## config.mk

```make
export PLATFORM = sky130hd
export DESIGN_NAME = agng_regs
export DESIGN_NICKNAME = d
export VERILOG_FILES = /design/src/agng_pkg.sv /design/src/agng_gate.sv /design/src/agng_regs.sv
export SDC_FILE = /design/constraint.sdc
export NUM_CORES = 1
export LEC_CHECK = 0
export ABC_AREA = 1
export BUFFER_PORTS_ARGS = -buffer_cell sky130_fd_sc_hd__buf_2
export CAP_MARGIN = 20
export CORE_ASPECT_RATIO = 0.6
export CORE_UTILIZATION = 42
export CTS_BUF_LIST = sky130_fd_sc_hd__clkbuf_16
export CTS_CLUSTER_SIZE = 14
export DETAILED_ROUTE_END_ITERATION = 16
export GPL_ROUTABILITY_DRIVEN = 0
export HOLD_SLACK_MARGIN = 0.05
export PLACE_DENSITY_LB_ADDON = 0.12
export SKIP_CTS_REPAIR_TIMING = 1
export SLEW_MARGIN = 30
export SYNTH_ARGS = -nofsm -noshare
export SYNTH_HDL_FRONTEND = slang
export SYNTH_HIERARCHICAL = 1
export SYNTH_SLANG_ARGS = --single-unit
export TNS_END_PERCENT = 1
```

## constraint.sdc

```tcl
create_clock -name i_mclk -period 3.2 [get_ports i_mclk]
set_input_delay 0.64 -clock i_mclk [delete_from_list [all_inputs] [get_ports i_mclk]]
set_output_delay 0.64 -clock i_mclk [all_outputs]
set_load 0.02 [all_outputs]
```

## src/agng_pkg.sv

```systemverilog
// constants, register map and shared helpers for the noise gate register bank
package agng_pkg;

  // register offsets on the control port
  localparam logic [7:0] ADDR_RIGHT_CTRL_C = 8'h1f;
  localparam logic [7:0] ADDR_LEFT_GAIN = 8'h20;
  localparam logic [7:0] ADDR_RIGHT_GAIN = 8'h21;
  localparam logic [7:0] ADDR_LEFT_DEB = 8'h22;
  localparam logic [7:0] ADDR_RIGHT_DEB = 8'h23;

  // reset values
  localparam logic [7:0] CTRL_C_RST = 8'h00;
  localparam logic [7:0] GAIN_RST = 8'h00;
  localparam logic [7:0] DEB_RST = 8'h00;
  localparam logic [7:0] RDATA_UNMAPPED = 8'h00;

  // field positions in the control register
  localparam int HYST_MSB = 7;
  localparam int HYST_LSB = 6;
  localparam int THR_MSB = 5;
  localparam int THR_LSB = 1;
  localparam int CLIP_BIT = 0;

  // field positions in the debounce registers
  localparam int NDEB_MSB = 7;
  localparam int NDEB_LSB = 3;
  localparam int SDEB_MSB = 2;
  localparam int SDEB_LSB = 0;

  // field encodings
  localparam logic [1:0] HYST_OFF = 2'h3;
  localparam logic [4:0] THR_DISABLED = 5'h00;
  localparam logic [6:0] THR_BASE_DB = 7'h1c;
  localparam logic [6:0] GAIN_MAX_CODE = 7'h77;
  localparam logic [4:0] DEB_LINEAR_LAST = 5'h07;
  localparam logic [11:0] DEB_LONG_TICKS = 12'h080;

  // timing: the debounce tick is half a millisecond
  localparam int CLK_PERIOD_NS = 10;
  localparam int DEB_UNIT_US = 500;
  localparam int DEB_UNIT_CYC = DEB_UNIT_US * 1000 / CLK_PERIOD_NS;

  typedef enum logic {
    AGNG_SIGNAL,
    AGNG_NOISE
  } agng_gate_e;

  // debounce code to a count of half-millisecond ticks
  function automatic logic [11:0] deb_ticks(input logic [4:0] code);
    logic [11:0] t;
    t = 12'h000;
    if (code == 5'h00) begin
      t = 12'h000;
    end else if (code <= DEB_LINEAR_LAST) begin
      t = 12'h001 << (code - 5'h01);
    end else begin
      t = 12'(DEB_LONG_TICKS * {7'h00, 5'(code - DEB_LINEAR_LAST)});
    end
    return t;
  endfunction

  // threshold code to attenuation below full scale in dB, zero = off
  function automatic logic [6:0] thr_db(input logic [4:0] code);
    logic [6:0] d;
    d = 7'h00;
    if (code != THR_DISABLED) begin
      d = 7'(THR_BASE_DB + {1'b0, code, 1'b0});
    end
    return d;
  endfunction

  // hysteresis code to dB, zero = off
  function automatic logic [1:0] hyst_db(input logic [1:0] code);
    logic [1:0] d;
    d = 2'h0;
    if (code != HYST_OFF) begin
      d = 2'(code + 2'h1);
    end
    return d;
  endfunction

endpackage

```

## src/agng_gate.sv

```systemverilog
// one channel of noise/signal detection with debounce
`timescale 1ns/10ps
module agng_gate
  import agng_pkg::*;
(
  input wire logic i_mclk,
  input wire logic i_rst_b,
  input wire logic i_tick,
  input wire logic i_active,
  input wire logic [6:0] i_thr_db,
  input wire logic [1:0] i_hyst_db,
  input wire logic [6:0] i_power_atten_db,
  input wire logic [4:0] i_noise_code,
  input wire logic [2:0] i_signal_code,
  output logic o_noise
);

  agng_gate_e state_reg;
  agng_gate_e state_next;
  logic [11:0] cnt_reg;
  logic [11:0] cnt_next;
  logic change;
  logic [11:0] target;

  // detection and debounce; while active, the state only flips after the condition
  // has held through the programmed number of debounce ticks
  always_comb begin
    state_next = state_reg;
    cnt_next = cnt_reg;
    change = 1'b0;
    target = 12'h000;
    case (state_reg)
      AGNG_SIGNAL: begin
        change = i_power_atten_db > i_thr_db;
        target = deb_ticks(i_noise_code);
      end
      AGNG_NOISE: begin
        // leave noise only once power clears threshold plus hysteresis
        change = ({1'b0, i_power_atten_db} + {6'h00, i_hyst_db}) <
                 {1'b0, i_thr_db};
        target = deb_ticks({2'h0, i_signal_code});
      end
      default: begin
        change = 1'b0;
        target = 12'h000;
      end
    endcase
    if (!i_active) begin
      state_next = AGNG_SIGNAL;
      cnt_next = 12'h000;
    end else if (change) begin
      if (cnt_reg >= target) begin
        state_next = (state_reg == AGNG_SIGNAL) ? AGNG_NOISE : AGNG_SIGNAL;
        cnt_next = 12'h000;
      end else if (i_tick) begin
        cnt_next = cnt_reg + 12'h001;
      end
    end else begin
      cnt_next = 12'h000; // condition broke, restart the interval
    end
  end

  always_ff @(posedge i_mclk) begin
    if (!i_rst_b) begin
      state_reg <= AGNG_SIGNAL;
      cnt_reg <= 12'h000;
    end else begin
      state_reg <= state_next;
      cnt_reg <= cnt_next;
    end
  end

  assign o_noise = (state_reg == AGNG_NOISE);

endmodule

```

## src/agng_regs.sv

```systemverilog
// agc noise gate register bank: right control c, gain reports, debounce
// Contract
// - right hysteresis bits 7:6 give 1, 2, 3 dB; code 11 turns it off
// - right threshold code zero disables noise and silence detection
// - right threshold codes 1..31 give -30 dB down to -90 dB in 2 dB steps
// - right control bit 0 enables clip stepping
// - read-only left applied gain, two's complement half-dB, reset zero
// - read-only right applied gain with the same encoding
// - left noise debounce codes 0..7 give 0 to 32 ms
// - noise debounce codes 8 and up give 64 ms times (code minus 7)
// - left signal debounce codes 0..7 give 0 to 32 ms
// - right noise debounce uses the same five-bit mapping
// - right signal debounce uses the same three-bit mapping
// - listed times hold only with double rate audio off
// - configuration fields and gain reports reset to zero
// - each channel's enable bit turns its gain loop on
// - detection status reads 1 while power is below the threshold
// - saturation reads 1 while applied gain equals the maximum gain
`timescale 1ns/10ps
module agng_regs
  import agng_pkg::*;
#(
  parameter int P_DEB_UNIT_CYC = DEB_UNIT_CYC
)
(
  input wire logic i_mclk,
  input wire logic i_rst_b,
  input wire logic [7:0] i_reg_addr,
  input wire logic i_reg_wr_en,
  input wire logic [7:0] i_reg_wdata,
  input wire logic i_reg_rd_en,
  input wire logic i_double_rate_audio,
  input wire logic i_left_agc_en,
  input wire logic i_right_agc_en,
  input wire logic [4:0] i_left_noise_thr,
  input wire logic [1:0] i_left_hyst,
  input wire logic [6:0] i_left_max_gain,
  input wire logic [6:0] i_right_max_gain,
  input wire logic [7:0] i_left_gain,
  input wire logic [7:0] i_right_gain,
  input wire logic [6:0] i_left_power_atten_db,
  input wire logic [6:0] i_right_power_atten_db,
  output logic [7:0] o_reg_rdata,
  output logic o_reg_rd_valid,
  output logic o_left_loop_active,
  output logic o_right_loop_active,
  output logic [6:0] o_right_noise_thr_db,
  output logic [1:0] o_right_hyst_db,
  output logic o_right_clip_step_en,
  output logic o_left_noise_det,
  output logic o_right_noise_det,
  output logic o_left_sat,
  output logic o_right_sat
);

  // last prescaler count for normal rate and for double rate audio
  localparam logic [16:0] UNIT_LAST = 17'(P_DEB_UNIT_CYC - 1);
  localparam logic [16:0] UNIT_LAST_DRA = 17'(P_DEB_UNIT_CYC / 2 - 1);

  // software-visible registers
  logic [7:0] ctrl_c_reg;
  logic [7:0] ctrl_c_next;
  logic [7:0] left_deb_reg;
  logic [7:0] left_deb_next;
  logic [7:0] right_deb_reg;
  logic [7:0] right_deb_next;
  logic [7:0] left_gain_reg;
  logic [7:0] right_gain_reg;
  logic [7:0] rdata_reg;
  logic [7:0] rdata_next;
  logic rd_valid_reg;
  logic rd_valid_next;
  logic [7:0] left_gain_next;
  logic [7:0] right_gain_next;

  // tick prescaler
  logic [16:0] pre_cnt_reg;
  logic [16:0] pre_cnt_next;
  logic tick_reg;
  logic tick_next;

  // registered outputs
  logic left_active_reg;
  logic right_active_reg;
  logic [6:0] right_thr_reg;
  logic [1:0] right_hyst_reg;
  logic clip_reg;
  logic left_sat_reg;
  logic right_sat_reg;
  logic left_sat_next;
  logic right_sat_next;
  logic left_active_next;
  logic right_active_next;
  logic [6:0] right_thr_next;
  logic [1:0] right_hyst_next;
  logic clip_next;

  // detector status, raw from the channel gates and registered here
  logic left_noise_raw;
  logic right_noise_raw;
  logic left_det_reg;
  logic left_det_next;
  logic right_det_reg;
  logic right_det_next;

  // channel configuration decoded from the fields
  logic [6:0] left_thr_db;
  logic [6:0] right_thr_db;
  logic left_gate_on;
  logic right_gate_on;

  // saturation: the loop clamps maximum gain codes above 59.5 dB
  function automatic logic at_max(input logic [7:0] gain,
                                  input logic [6:0] max_code);
    logic [6:0] lim;
    lim = (max_code > GAIN_MAX_CODE) ? GAIN_MAX_CODE : max_code;
    return (gain[7] == 1'b0) && (gain[6:0] == lim);
  endfunction

  // register writes; the gain reports ignore writes, and writes to
  // unmapped places are dropped without any error indication
  // the gain reports are refreshed from the loop every cycle
  always_comb begin
    left_gain_next = i_left_gain;
    right_gain_next = i_right_gain;
    ctrl_c_next = ctrl_c_reg;
    left_deb_next = left_deb_reg;
    right_deb_next = right_deb_reg;
    if (i_reg_wr_en) begin
      case (i_reg_addr)
        ADDR_RIGHT_CTRL_C: ctrl_c_next = i_reg_wdata;
        ADDR_LEFT_DEB: left_deb_next = i_reg_wdata;
        ADDR_RIGHT_DEB: right_deb_next = i_reg_wdata;
        default: ctrl_c_next = ctrl_c_reg;
      endcase
    end
  end

  // read mux; data arrives one cycle after the strobe
  // a read in the same cycle as a write returns the old value
  always_comb begin
    rd_valid_next = i_reg_rd_en;
    rdata_next = rdata_reg;
    if (i_reg_rd_en) begin
      case (i_reg_addr)
        ADDR_RIGHT_CTRL_C: rdata_next = ctrl_c_reg;
        ADDR_LEFT_GAIN: rdata_next = left_gain_reg;
        ADDR_RIGHT_GAIN: rdata_next = right_gain_reg;
        ADDR_LEFT_DEB: rdata_next = left_deb_reg;
        ADDR_RIGHT_DEB: rdata_next = right_deb_reg;
        default: rdata_next = RDATA_UNMAPPED;
      endcase
    end
  end

  always_ff @(posedge i_mclk) begin
    if (!i_rst_b) begin
      ctrl_c_reg <= CTRL_C_RST;
      left_deb_reg <= DEB_RST;
      right_deb_reg <= DEB_RST;
      left_gain_reg <= GAIN_RST;
      right_gain_reg <= GAIN_RST;
      rdata_reg <= RDATA_UNMAPPED;
      rd_valid_reg <= 1'b0;
    end else begin
      ctrl_c_reg <= ctrl_c_next;
      left_deb_reg <= left_deb_next;
      right_deb_reg <= right_deb_next;
      left_gain_reg <= left_gain_next;
      right_gain_reg <= right_gain_next;
      rdata_reg <= rdata_next;
      rd_valid_reg <= rd_valid_next;
    end
  end

  // half-millisecond tick; double rate audio halves the period, so the
  // encoded debounce times no longer hold in that mode
  always_comb begin
    tick_next = 1'b0;
    pre_cnt_next = pre_cnt_reg + 17'h0_0001;
    if (pre_cnt_reg >= (i_double_rate_audio ? UNIT_LAST_DRA
                                            : UNIT_LAST)) begin
      pre_cnt_next = 17'h0_0000;
      tick_next = 1'b1;
    end
  end

  always_ff @(posedge i_mclk) begin
    if (!i_rst_b) begin
      pre_cnt_reg <= 17'h0_0000;
      tick_reg <= 1'b0;
    end else begin
      pre_cnt_reg <= pre_cnt_next;
      tick_reg <= tick_next;
    end
  end

  // threshold decode; a zero code keeps the detector idle
  // the left control fields arrive as inputs from outside this bank
  assign left_thr_db = thr_db(i_left_noise_thr);
  assign right_thr_db = thr_db(ctrl_c_reg[THR_MSB:THR_LSB]);
  assign left_gate_on = i_left_agc_en && (left_thr_db != 7'h00);
  assign right_gate_on = i_right_agc_en &&
                         (right_thr_db != 7'h00);

  // loop enables and decoded configuration for the right gain loop; the loop sees it one
  // cycle after a write, which keeps the decode off its timing path
  always_comb begin
    left_active_next = i_left_agc_en;
    right_active_next = i_right_agc_en;
    right_thr_next = right_thr_db;
    right_hyst_next = hyst_db(ctrl_c_reg[HYST_MSB:HYST_LSB]);
    clip_next = ctrl_c_reg[CLIP_BIT];
  end

  always_ff @(posedge i_mclk) begin
    if (!i_rst_b) begin
      left_active_reg <= 1'b0;
      right_active_reg <= 1'b0;
      right_thr_reg <= 7'h00;
      right_hyst_reg <= 2'h0;
      clip_reg <= 1'b0;
    end else begin
      left_active_reg <= left_active_next;
      right_active_reg <= right_active_next;
      right_thr_reg <= right_thr_next;
      right_hyst_reg <= right_hyst_next;
      clip_reg <= clip_next;
    end
  end

  // status copies: saturation follows the captured applied gain, and the
  // detector state is masked by its enable so that turning the loop or
  // the threshold off clears the status at the very next edge
  always_comb begin
    left_sat_next = at_max(left_gain_reg, i_left_max_gain);
    right_sat_next = at_max(right_gain_reg, i_right_max_gain);
    left_det_next = left_noise_raw && left_gate_on;
    right_det_next = right_noise_raw && right_gate_on;
  end

  always_ff @(posedge i_mclk) begin
    if (!i_rst_b) begin
      left_sat_reg <= 1'b0;
      right_sat_reg <= 1'b0;
      left_det_reg <= 1'b0;
      right_det_reg <= 1'b0;
    end else begin
      left_sat_reg <= left_sat_next;
      right_sat_reg <= right_sat_next;
      left_det_reg <= left_det_next;
      right_det_reg <= right_det_next;
    end
  end

  // left channel detector; threshold, hysteresis and enable come from
  // inputs because the left control register lives outside this bank
  agng_gate u_left_gate (
    .i_mclk(i_mclk),
    .i_rst_b(i_rst_b),
    .i_tick(tick_reg),
    .i_active(left_gate_on),
    .i_thr_db(left_thr_db),
    .i_hyst_db(hyst_db(i_left_hyst)),
    .i_power_atten_db(i_left_power_atten_db),
    .i_noise_code(left_deb_reg[NDEB_MSB:NDEB_LSB]),
    .i_signal_code(left_deb_reg[SDEB_MSB:SDEB_LSB]),
    .o_noise(left_noise_raw)
  );

  // right channel detector, configured from control register c and the
  // right debounce register held in this bank
  agng_gate u_right_gate (
    .i_mclk(i_mclk),
    .i_rst_b(i_rst_b),
    .i_tick(tick_reg),
    .i_active(right_gate_on),
    .i_thr_db(right_thr_db),
    .i_hyst_db(hyst_db(ctrl_c_reg[HYST_MSB:HYST_LSB])),
    .i_power_atten_db(i_right_power_atten_db),
    .i_noise_code(right_deb_reg[NDEB_MSB:NDEB_LSB]),
    .i_signal_code(right_deb_reg[SDEB_MSB:SDEB_LSB]),
    .o_noise(right_noise_raw)
  );

  assign o_reg_rdata = rdata_reg;
  assign o_reg_rd_valid = rd_valid_reg;
  assign o_left_loop_active = left_active_reg;
  assign o_right_loop_active = right_active_reg;
  assign o_right_noise_thr_db = right_thr_reg;
  assign o_right_hyst_db = right_hyst_reg;
  assign o_right_clip_step_en = clip_reg;
  assign o_left_noise_det = left_det_reg;
  assign o_right_noise_det = right_det_reg;
  assign o_left_sat = left_sat_reg;
  assign o_right_sat = right_sat_reg;

endmodule

```

==> results by group, run 1 <==
STA
  • Hold Vio Cnt, Final: 0
  • Max transition margin: 0.622
  • Final worst slack: around 300 ps
  • Hold_ws: approximately 450 ps
  • Min cycle time layout: between 2000 and 3000 ps
  • Setup Viol. Count Final: 0
  • Clk_skew: approximately 12 ps
  • Final period utilization: 0.906
  • Fin. max-slew vios: 0
  • Worst-Margin Slew: 566 ps
  • Unrepaired setup endpoints after global routing: false
  • TNS Setup: 0 ps
  • F_max: around 340 MHz

Place
  • Port Buffers: between 90 and 100
  • Placed cell area: roughly 0.0083 mm2
  • DP Worst Slack: 84.4 ps
  • Detailed placer's ending HPWL: between 15000 and 20000 um
  • Placed Cells incl. Taps: roughly 1400

Critical path
  • Reg-to-reg startpoint: left_deb_reg[4]
  • Crit Path Class: reg2reg
  • Slowest stage delay, CP: ~310 ps
  • CP max-delay cell: dfxtp_1
  • CP arrival: between 3000 and 4000 ps
  • Critical Path RT: between 3000 and 4000 ps
  • Top Family by Delay on Critical Path: simple AND/OR/NAND/NOR gates
  • Crit Reg-Reg Endpoint: u_left_gate/cnt_reg[4]
  • Crit path depth: 19
  • Buf/Inv on CP: 2
  • Crit-path cells: inv_1, ha_1, inv_1, nor2_1, nand2_1, xor2_1, nor2_1, nand3_1, nand2_1, o211ai_1, ha_1, nand2_1, nor2_1, and2_1, nand2_1, nand4_1, nor2_1, nand2_2, nor2_1
  • CP startpoint kind: flop
  • Critical Path Fanout Max: 12
  • Cells on worst reg2reg path: 19
  • Reg-to-reg setup timing slack: approximately 300 ps
  • Worst setup EP type: flop
  • Crit-path most repeated cell: nor2_1

GRT
  • GRT overflow: 0
  • Vias in the first global route: between 6000 and 7000
  • First-pass GRT wire length: around 32000 um
  • GR Util All Layers: 0.216
  • Largest net degree at the start of global routing: 36
  • Initial antenna violation count: 0

Hold path
  • Worst Hold End: o_right_clip_step_en
  • Worst Hold Depth: 2
  • Hold crit path type: reg2reg
  • Hold path startpoint: ctrl_c_reg[0]

Synthesis
  • Seq cells post-synth: 108
  • EDFF count, synth: 0
  • Unique masters post-synth: 47
  • Post-Syn Area: about 0.0076 mm2
  • Synth area leader: dfxtp_1
  • Ys Warns: 6
  • Mapped Cells: about 1100
  • Top post-synthesis cells by area: dfxtp_1 29%, ha_1 14%, nand2_1 13%
  • Synth Area per Inst: 6.82 um2
  • Synth top area share: 0.286
  • Seq/Total Area, Yosys: 0.286
  • Async SR Flop Fraction: 0
  • Most used DFF post-synth: dfxtp_1

Layout
  • # diodes: 0
  • Share of cells above drive strength 1: 0.136
  • Nets: approximately 1400
  • Final instance area: around 0.0086 mm2
  • Max FFs per register: 17
  • Synthesis-to-layout area growth: 13.4%
  • Non-Filler Instances: roughly 1400
  • Util after Layout: 0.494

Power and ir drop
  • P per Cell Area: around 330 mW/mm2
  • Design Power: between 2 and 3 mW
  • Internal power: around 2 mW
  • Combinational power share: 0.123
  • Psw: between 0.8 and 0.9 mW
  • VDD IR-drop max: around 0.23 mV
  • Leakage power: 4.11 nW
  • Clock share of power: 0.395
  • Sequential share of power: 0.483
  • Net Sw Frac: 0.284

Clock network
  • TritonCTS Sinks: around 110
  • Clock root buffer: clkbuf_16
  • CTS buffer count: 9
  • # H-tree levels: 3
  • Clock-pin slew on the worst setup and hold paths: around 80 ps
  • CTS tree: built
  • Worst-case clock buffer depth: 2
  • Worst-skew pair later-pin latency: 360 ps

Floorplan
  • Die H: 106 um
  • Area of the core: 0.0174 mm2
  • Row count: 37
  • Die Footprint: ~0.019 mm2
  • Die X: 175 um
  • I/O Pins: 99
  • Initial core utilization: 0.436

Routing
  • Post-route ant nets: 0
  • Iteration-0 DRC Markers: 552
  • DR vias/cell: 4.79
  • Drt wl/cell: around 13 um
  • DR vias: about 7000
  • WL final: between 15000 and 20000 um
  • DR DRC count: 0
  • Detailed-router iteration count before antenna repair: 7

Run
  • Max Cap Viol: 0

Run status
  • Outcome: complete, no violations
Yosys cell counts (2+ instances only):
cell type and number:
nand2_1 252, inv_1 170, nor2_1 136, dfxtp_1 108
nand3_1 84, ha_1 82, a21oi_1 48, xor2_1 36
o21ai_0 35, nor3_1 18, nand4_1 14, clkbuf_1 11
o211ai_1 11, xnor2_1 11, nor2_2 8, or2_2 7
a31oi_1 6, inv_2 6, a32oi_1 5, buf_6 5
nand2_2 5, o22ai_1 5, a21o_1 4, nor2_4 4
a21oi_2 3, and2_1 3, buf_2 3, nor3_2 3
and3_1 2, buf_4 2, fa_1 2, nand3_2 2
nand4_2 2, o31ai_1 2, or2_0 2
power by group through the flow:
stage / clock network [mW] / registers (mW) / logic, mW
2_1_floorplan: 0 / 1.42 / 0.207
5_1_grt: 1.22 / 1.39 / 0.404
3_3_place_gp: 0 / 1.42 / 0.344
6_report: 1.13 / 1.38 / 0.353
4_1_cts: 1.16 / 1.38 / 0.351
3_5_place_dp: 0 / 1.42 / 0.349
layer usage:
| layer | track usage | vias up | share of wire |
|---|---|---|---|
| met1 | 0.347 | 3026 | 0.57 |
| met4 | 0.0354 | 0 | 0.0086 |
| met3 | 0.0436 | 12 | 0.062 |
| met2 | 0.289 | 179 | 0.36 |
| li1 | - | 3719 | - |
| met5 | 0 | - | 0 |
worst reg2reg max path, cell delays in order (launching register included):
cell and delay (ps):
dfxtp_1 310, inv_1 140, ha_1 190, inv_1 50
nor2_1 130, nand2_1 80, xor2_1 140, nor2_1 190
nand3_1 150, nand2_1 80, o211ai_1 110, ha_1 300
nand2_1 50, nor2_1 170, and2_1 150, nand2_1 50
nand4_1 110, nor2_1 70, nand2_2 220, nor2_1 90
cells by family (layout without fill, tap and decap cells):
group,Yosys count,count (layout),share of synthesized area
XOR/XNOR,48,48,0.0565
other,1,5,0.000496
buffers and inverters,198,298,0.105
AND/OR/NAND/NOR,546,546,0.316
flip-flops,108,108,0.286
adder cells (fa/ha/maj),84,84,0.141
AO/OA/AOI/OAI,124,124,0.0954
worst max-delay path by stage:
stage	startpoint	to
5_1_grt	right_deb_reg[4]	u_right_gate/cnt_reg[10]
3_3_place_gp	i_left_hyst[0]	u_left_gate/cnt_reg[1]
3_5_place_dp	i_left_hyst[0]	u_left_gate/cnt_reg[4]
6_report	left_deb_reg[4]	u_left_gate/cnt_reg[4]
2_1_floorplan	i_left_hyst[0]	u_left_gate/cnt_reg[6]
4_1_cts	right_deb_reg[3]	u_right_gate/cnt_reg[1]
cells in the final DEF, fill, tap and decap left out, drive strengths merged, types with 11 or more instances in the layout:
master	synthesis	routed
dfxtp	108	108
nor3	22	22
o211ai	11	11
o21ai	35	35
nor2	148	148
ha	82	82
nand2	257	257
nand3	87	87
a21oi	51	51
buf	10	105
inv	177	184
nand4	16	16
xor2	37	37
xnor2	11	11
final cells by class:
cell class                 count  area [um2]
fill                        1768        8780
multi-input combinational    807        4630
clock inverter                 7        61.3
sequential                   108        2160
clock buffer                   9         225
inverter                     177         667
tap                          234         293
timing repair buffer         105         546
Power figures use the tool's default switching activity.
==> run 2: changes to the inputs <==
--- a/config.mk
+++ b/config.mk
@@ -14,7 +14,7 @@
 export CTS_CLUSTER_SIZE = 14
 export DETAILED_ROUTE_END_ITERATION = 16
 export GPL_ROUTABILITY_DRIVEN = 0
-export HOLD_SLACK_MARGIN = 0.05
+export HOLD_SLACK_MARGIN = 0.06
 export PLACE_DENSITY_LB_ADDON = 0.12
 export SKIP_CTS_REPAIR_TIMING = 1
 export SLEW_MARGIN = 30
==> constraint.sdc (replaced) <==
create_clock -name i_mclk -period 2.6 [get_ports i_mclk]
set_input_delay 0.52 -clock i_mclk [delete_from_list [all_inputs] [get_ports i_mclk]]
set_output_delay 0.52 -clock i_mclk [all_outputs]
set_load 0.02 [all_outputs]
==> results by group, run 2 (synthesis gave the netlist of run 1 again) <==
Run status
  • Outcome: finished, violations left
  • Failing checks: setup timing

Clock network
  • TritonCTS Sinks: 108 (unchanged)
  • Clock-pin slew on the worst setup and hold paths: 80 ps (about the same)
  • Worst-case clock buffer depth: 2 (unchanged)
  • CTS tree: built
  • Worst-skew pair later-pin latency: 360 ps (about the same)
  • Clock root buffer: clkbuf_16
  • CTS buffer count: 9 (unchanged)
  • # H-tree levels: 3 (unchanged)

Routing
  • DR vias: 7237 (+4.3%)
  • Iteration-0 DRC Markers: 568 (+2.9%)
  • Drt wl/cell: 13.6 um (+2.4%)
  • DR vias/cell: 4.83 (+0.85%)
  • WL final: 20400 um (+6.0%)
  • Post-route ant nets: 0 (unchanged)
  • DR DRC count: 0 (unchanged)
  • Detailed-router iteration count before antenna repair: 6 (-1)

Power and ir drop
  • Leakage power: 4.41 nW (+7.2%)
  • P per Cell Area: 389 mW/mm2 (+16%)
  • VDD IR-drop max: 0.401 mV (+72%)
  • Clock share of power: 0.402 (+0.007)
  • Combinational power share: 0.126 (+0.003)
  • Net Sw Frac: 0.274 (-0.0104)
  • Sequential share of power: 0.473 (-0.010)
  • Design Power: 3.60 mW (+26%)
  • Psw: 0.985 mW (+21%)
  • Internal power: 2.62 mW (+27%)

Critical path
  • Slowest stage delay, CP: 330 ps (+20 ps)
  • Crit path depth: 16 (-3)
  • Top Family by Delay on Critical Path: simple AND/OR/NAND/NOR gates
  • CP startpoint kind: flop
  • Worst setup EP type: flop
  • Cells on worst reg2reg path: 16 (-3)
  • CP max-delay cell: dfxtp_2
  • Crit Path Class: reg2reg
  • Buf/Inv on CP: 2 (unchanged)
  • Crit-path cells: inv_2, buf_4, nand3_1, xor2_4, nand2_1, nor3_1, a31oi_1, ha_1, nand2_1, nor2_1, and2_1, nand2_1, nand4_1, nor2_4, nand2_4, a21oi_2
  • Crit-path most repeated cell: nand2_1
  • CP arrival: 2960 ps (-170 ps)
  • Critical Path Fanout Max: 6 (-6)
  • Critical Path RT: 2890 ps (-540 ps)

Layout
  • Most frequent cells in the layout: 248 x nand2_1, 165 x inv_1, 121 x nor2_1
  • Util after Layout: 0.534 (+0.0394)
  • Commonest non-fill, non-tap cell in the layout: nand2_1
  • # diodes: 0 (unchanged)
  • Nets: 1416 (+3.7%)
  • Max FFs per register: 17 (unchanged)
  • Share of cells above drive strength 1: 0.215 (+0.0793)
  • Synthesis-to-layout area growth: 22.4%

Floorplan
  • Die Footprint: 0.0186 mm2 (unchanged)
  • Initial core utilization: 0.436 (unchanged)
  • Die H: 106 um (unchanged)
  • Area of the core: 0.0174 mm2 (unchanged)
  • I/O Pins: 99 (unchanged)
  • Die X: 175 um (unchanged)
  • Row count: 37 (unchanged)

STA
  • F_max: 375 MHz (+8.8%)
  • Min cycle time layout: 2660 ps (-234 ps)
  • TNS Setup: -413 ps (-413 ps)
  • Max transition margin: 0.624 (+0.00192)
  • Unrepaired setup endpoints after global routing: true
  • Hold Vio Cnt, Final: 0 (unchanged)
  • Worst-Margin Slew: 563 ps (-2.88 ps)
  • Final worst slack: -64.6 ps (-366 ps)
  • Hold_ws: 341 ps (-109 ps)
  • Clk_skew: 9.40 ps (-2.57 ps)
  • Setup Viol. Count Final: 15 (+15)
  • Final period utilization: 1.02 (+0.119)
  • Fin. max-slew vios: 0 (unchanged)

Hold path
  • Hold crit path type: in2reg
  • Worst Hold Depth: 3 (+1)

GRT
  • First-pass GRT wire length: 32500 um (+1.3%)
  • Largest net degree at the start of global routing: 35 (-2.8%)
  • GRT overflow: 0 (unchanged)
  • Initial antenna violation count: 0 (unchanged)
  • Vias in the first global route: 6388 (+1.4%)
  • GR Util All Layers: 0.221 (+0.00517)

Place
  • Port Buffers: 97 (unchanged)
  • Detailed placer's ending HPWL: 16300 um (+4.3%)

Run
  • Max Cap Viol: 0 (unchanged)
[run 2: cell types whose count changed in the layout (fill, tap and decap cells not counted), moves of 5 or more]
cell,before,now
buf_4,8,56
dfxtp_1,108,101
dfxtp_2,0,7
ha_1,82,74
ha_2,0,5
inv_1,171,165
nor2_1,136,121
nor2_2,8,18
nor2_4,4,9
[run 2: metal layers]
metal	share of wire	vias to the layer above	routed length (um)	GRT usage
li1	-	3828	-	-
met1	0.56	3221	11500	0.362
met2	0.36	180	7430	0.288
met3	0.070	8	1420	0.0469
met4	0.0059	0	121	0.0335
met5	0	-	0	0
[run 2: worst paths after layout]
check	start	endpoint	slack [ps]
max	left_deb_reg[4]	u_left_gate/cnt_reg[1]	-60
max reg2reg	left_deb_reg[4]	u_left_gate/cnt_reg[1]	-60
min reg2reg	ctrl_c_reg[0]	o_right_clip_step_en	460
min	i_left_gain[3]	left_gain_reg[3]	340
[run 2: area by class of cell]
class	count	area [um2]
fill	1758	8100
multi-input combinational	809	4920
sequential	108	2170
timing repair buffer	153	906
inverter	177	672
tap	234	293
clock buffer	9	225
clock inverter	7	75.1
[run 2: worst reg2reg max path, cell delays in order, from the launching register on]
cell	delay [ps]
dfxtp_2	330
inv_2	90
buf_4	130
nand3_1	150
xor2_4	310
nand2_1	130
nor3_1	150
a31oi_1	80
ha_1	310
nand2_1	60
nor2_1	50
and2_1	150
nand2_1	50
nand4_1	150
nor2_4	220
nand2_4	120
a21oi_2	120
[run 2: power by group through the flow]
stage | clock, mW | combinational [mW] | sequential, mW
finish | 1.45 | 0.453 | 1.70
global route | 1.54 | 0.514 | 1.71
CTS | 1.47 | 0.439 | 1.70
detailed placement | 0 | 0.437 | 1.74
global placement | 0 | 0.432 | 1.74
floorplan | 0 | 0.255 | 1.75
[run 2: through the flow]
| stage | instances | setup WS [ps] | cell area [um2] |
|---|---|---|---|
| floorplan | 1113 | 3.14 | 7580 |
| detailed placement | 1478 | -334 | 8650 |
| CTS | 1494 | -181 | 8950 |
| finish | 1497 | -64.6 | 9260 |
| global route | 1497 | -279 | 9260 |
| global placement | 1478 | -242 | 8650 |
==> run 3: changes to the inputs <==
--- a/config.mk
+++ b/config.mk
@@ -22,4 +22,3 @@
 export SYNTH_HDL_FRONTEND = slang
 export SYNTH_HIERARCHICAL = 1
 export SYNTH_SLANG_ARGS = --single-unit
-export TNS_END_PERCENT = 1
==> results by group, run 3 (synthesis gave the netlist of run 1 again) <==
Run status
  • Failing checks: setup timing
  • Outcome: finished, violations left

GRT
  • Met3 Use GR: 0.0469 (unchanged)
  • GRT overflow: 0 (unchanged)
  • First-pass GRT wire length: 32500 um (unchanged)
  • Initial antenna violation count: 0 (unchanged)
  • Met2 Usage GRT: 0.288 (unchanged)
  • Most Crowded Layer GR: met1
  • Met1 Usage GRT: 0.362 (unchanged)
  • Vias in the first global route: 6388 (unchanged)
  • Largest net degree at the start of global routing: 35 (unchanged)
  • GR Util All Layers: 0.221 (unchanged)

Critical path
  • Crit-path cells: inv_2, buf_4, nand3_1, xor2_4, nand2_1, nor3_1, a31oi_1, ha_1, nand2_1, nor2_1, and2_1, nand2_1, nand4_1, nor2_4, nand2_4, a21oi_2
  • Top Family by Delay on Critical Path: simple AND/OR/NAND/NOR gates
  • CP startpoint kind: flop
  • Slowest stage delay, CP: 330 ps (about the same)
  • Crit Path Class: reg2reg
  • Critical Path Fanout Max: 6 (unchanged)
  • Crit-path most repeated cell: nand2_1
  • Buf/Inv on CP: 2 (unchanged)
  • CP max-delay cell: dfxtp_2
  • CP arrival: 2960 ps (about the same)
  • Critical Path RT: 2890 ps (about the same)
  • Worst setup EP type: flop

Routing
  • Iteration-0 DRC Markers: 554 (-2.5%)
  • DR DRC count: 0 (unchanged)
  • WL final: 20500 um (+0.49%)
  • DR vias/cell: 4.84 (+0.15%)
  • DR vias: 7253 (+0.22%)
  • Post-route ant nets: 0 (unchanged)
  • Detailed-router iteration count before antenna repair: 5 (-1)
  • Drt wl/cell: 13.7 um (+0.43%)

Clock network
  • Worst-skew pair later-pin latency: 360 ps (about the same)
  • CTS buffer count: 9 (unchanged)
  • TritonCTS Sinks: 108 (unchanged)
  • Clock-pin slew on the worst setup and hold paths: 80 ps (about the same)
  • CTS tree: built
  • Clock root buffer: clkbuf_16
  • Worst-case clock buffer depth: 2 (unchanged)
  • # H-tree levels: 3 (unchanged)

Power and ir drop
  • P per Cell Area: 383 mW/mm2 (-1.5%)
  • Leakage power: 4.44 nW (+0.63%)
  • VDD IR-drop max: 0.401 mV (about the same)

STA
  • TNS Setup: -384 ps (+29.3 ps)
  • Final period utilization: 1.03 (about the same)
  • Min cycle time layout: 2670 ps (+0.392 ps)
  • Fin. max-slew vios: 0 (unchanged)
  • Unrepaired setup endpoints after global routing: true
  • Clk_skew: 9.11 ps (-0.292 ps)
  • Max transition margin: 0.622 (-0.00140)
  • Final worst slack: -65.0 ps (-0.392 ps)
  • F_max: 375 MHz (about the same)
  • Hold Vio Cnt, Final: 0 (unchanged)
  • Worst-Margin Slew: 565 ps (+2.09 ps)
  • Setup Viol. Count Final: 13 (-2)

Place
  • Port Buffers: 97 (unchanged)
  • DP Worst Slack: -334 ps (unchanged)
  • Detailed placer's ending HPWL: 16300 um (unchanged)
  • Placed cell area: 0.00865 mm2 (unchanged)

Floorplan
  • Die Footprint: 0.0186 mm2 (unchanged)
  • Die H: 106 um (unchanged)
  • Die X: 175 um (unchanged)
  • Initial core utilization: 0.436 (unchanged)
  • I/O Pins: 99 (unchanged)
  • Row count: 37 (unchanged)
  • Area of the core: 0.0174 mm2 (unchanged)

Layout
  • Storage element area: 0.00217 mm2 (about the same)
  • Most frequent cells in the layout: 244 x nand2_1, 159 x inv_1, 114 x nor2_1
  • Commonest non-fill, non-tap cell in the layout: nand2_1
  • Nets: 1417 (+0.071%)
  • Max FFs per register: 17 (unchanged)
  • Share of cells above drive strength 1: 0.236 (+0.0204)
  • Fill cells: 1739 (-1.1%)
  • Synthesis-to-layout area growth: 24.4%
  • Final instance area: 0.00941 mm2 (+1.6%)
  • # diodes: 0 (unchanged)
  • Util after Layout: 0.542 (+0.00850)
  • Area of the multi-input gates: 0.00506 mm2 (+2.8%)

Run
  • Max Cap Viol: 0 (unchanged)

Hold path
  • Hold crit path type: in2reg
-- run 3: changes by cell type in the layout (fill, tap and decap cells not counted), sizes merged --
cell  change
buf       +1
-- run 3: final timing paths --
path,slack (ps),to,startpoint,cells past startpoint
setup / recovery,-70,u_left_gate/cnt_reg[1],left_deb_reg[4],16
hold / removal,340,left_gain_reg[2],i_left_gain[2],3
setup reg to reg,-70,u_left_gate/cnt_reg[1],left_deb_reg[4],16
hold reg to reg,460,o_right_clip_step_en,ctrl_c_reg[0],2
-- run 3: worst min-delay path: cells and delay by family --
family                 cells  cell delay (ps)
buffers and inverters      2              120
and+or+nand+nor            1               40
-- run 3: through the flow --
stage	instances	hold WS (ps)	total power, mW
2_1_floorplan	1113	407	2.01
3_3_place_gp	1478	433	2.17
3_5_place_dp	1478	432	2.18
4_1_cts	1494	336	3.61
5_1_grt	1498	332	3.77
6_report	1498	344	3.60
-- run 3: layout make-up --
type                    count  share of cell area
clock buffers               9              0.0239
inverters                 177              0.0717
multi-input cells         809               0.537
repair buffers            154              0.0970
flip-flops and latches    108               0.231
clock inverters             7             0.00798
well taps                 234              0.0311
-- run 3: metal layers --
| layer | vias up | share of wire |
|---|---|---|
| met2 | 176 | 0.37 |
| met1 | 3231 | 0.56 |
| met5 | - | 0 |
| met3 | 8 | 0.068 |
| li1 | 3838 | - |
| met4 | 0 | 0.0061 |
-- run 3: power by group --
| group | leakage (nW) | internal (mW) | switching [mW] | total, mW |
|---|---|---|---|---|
| clock network | 0.141 | 0.756 | 0.687 | 1.44 |
| logic | 3.42 | 0.181 | 0.278 | 0.459 |
| registers | 0.882 | 1.68 | 0.0202 | 1.70 |
| total | 4.44 | 2.62 | 0.985 | 3.60 |
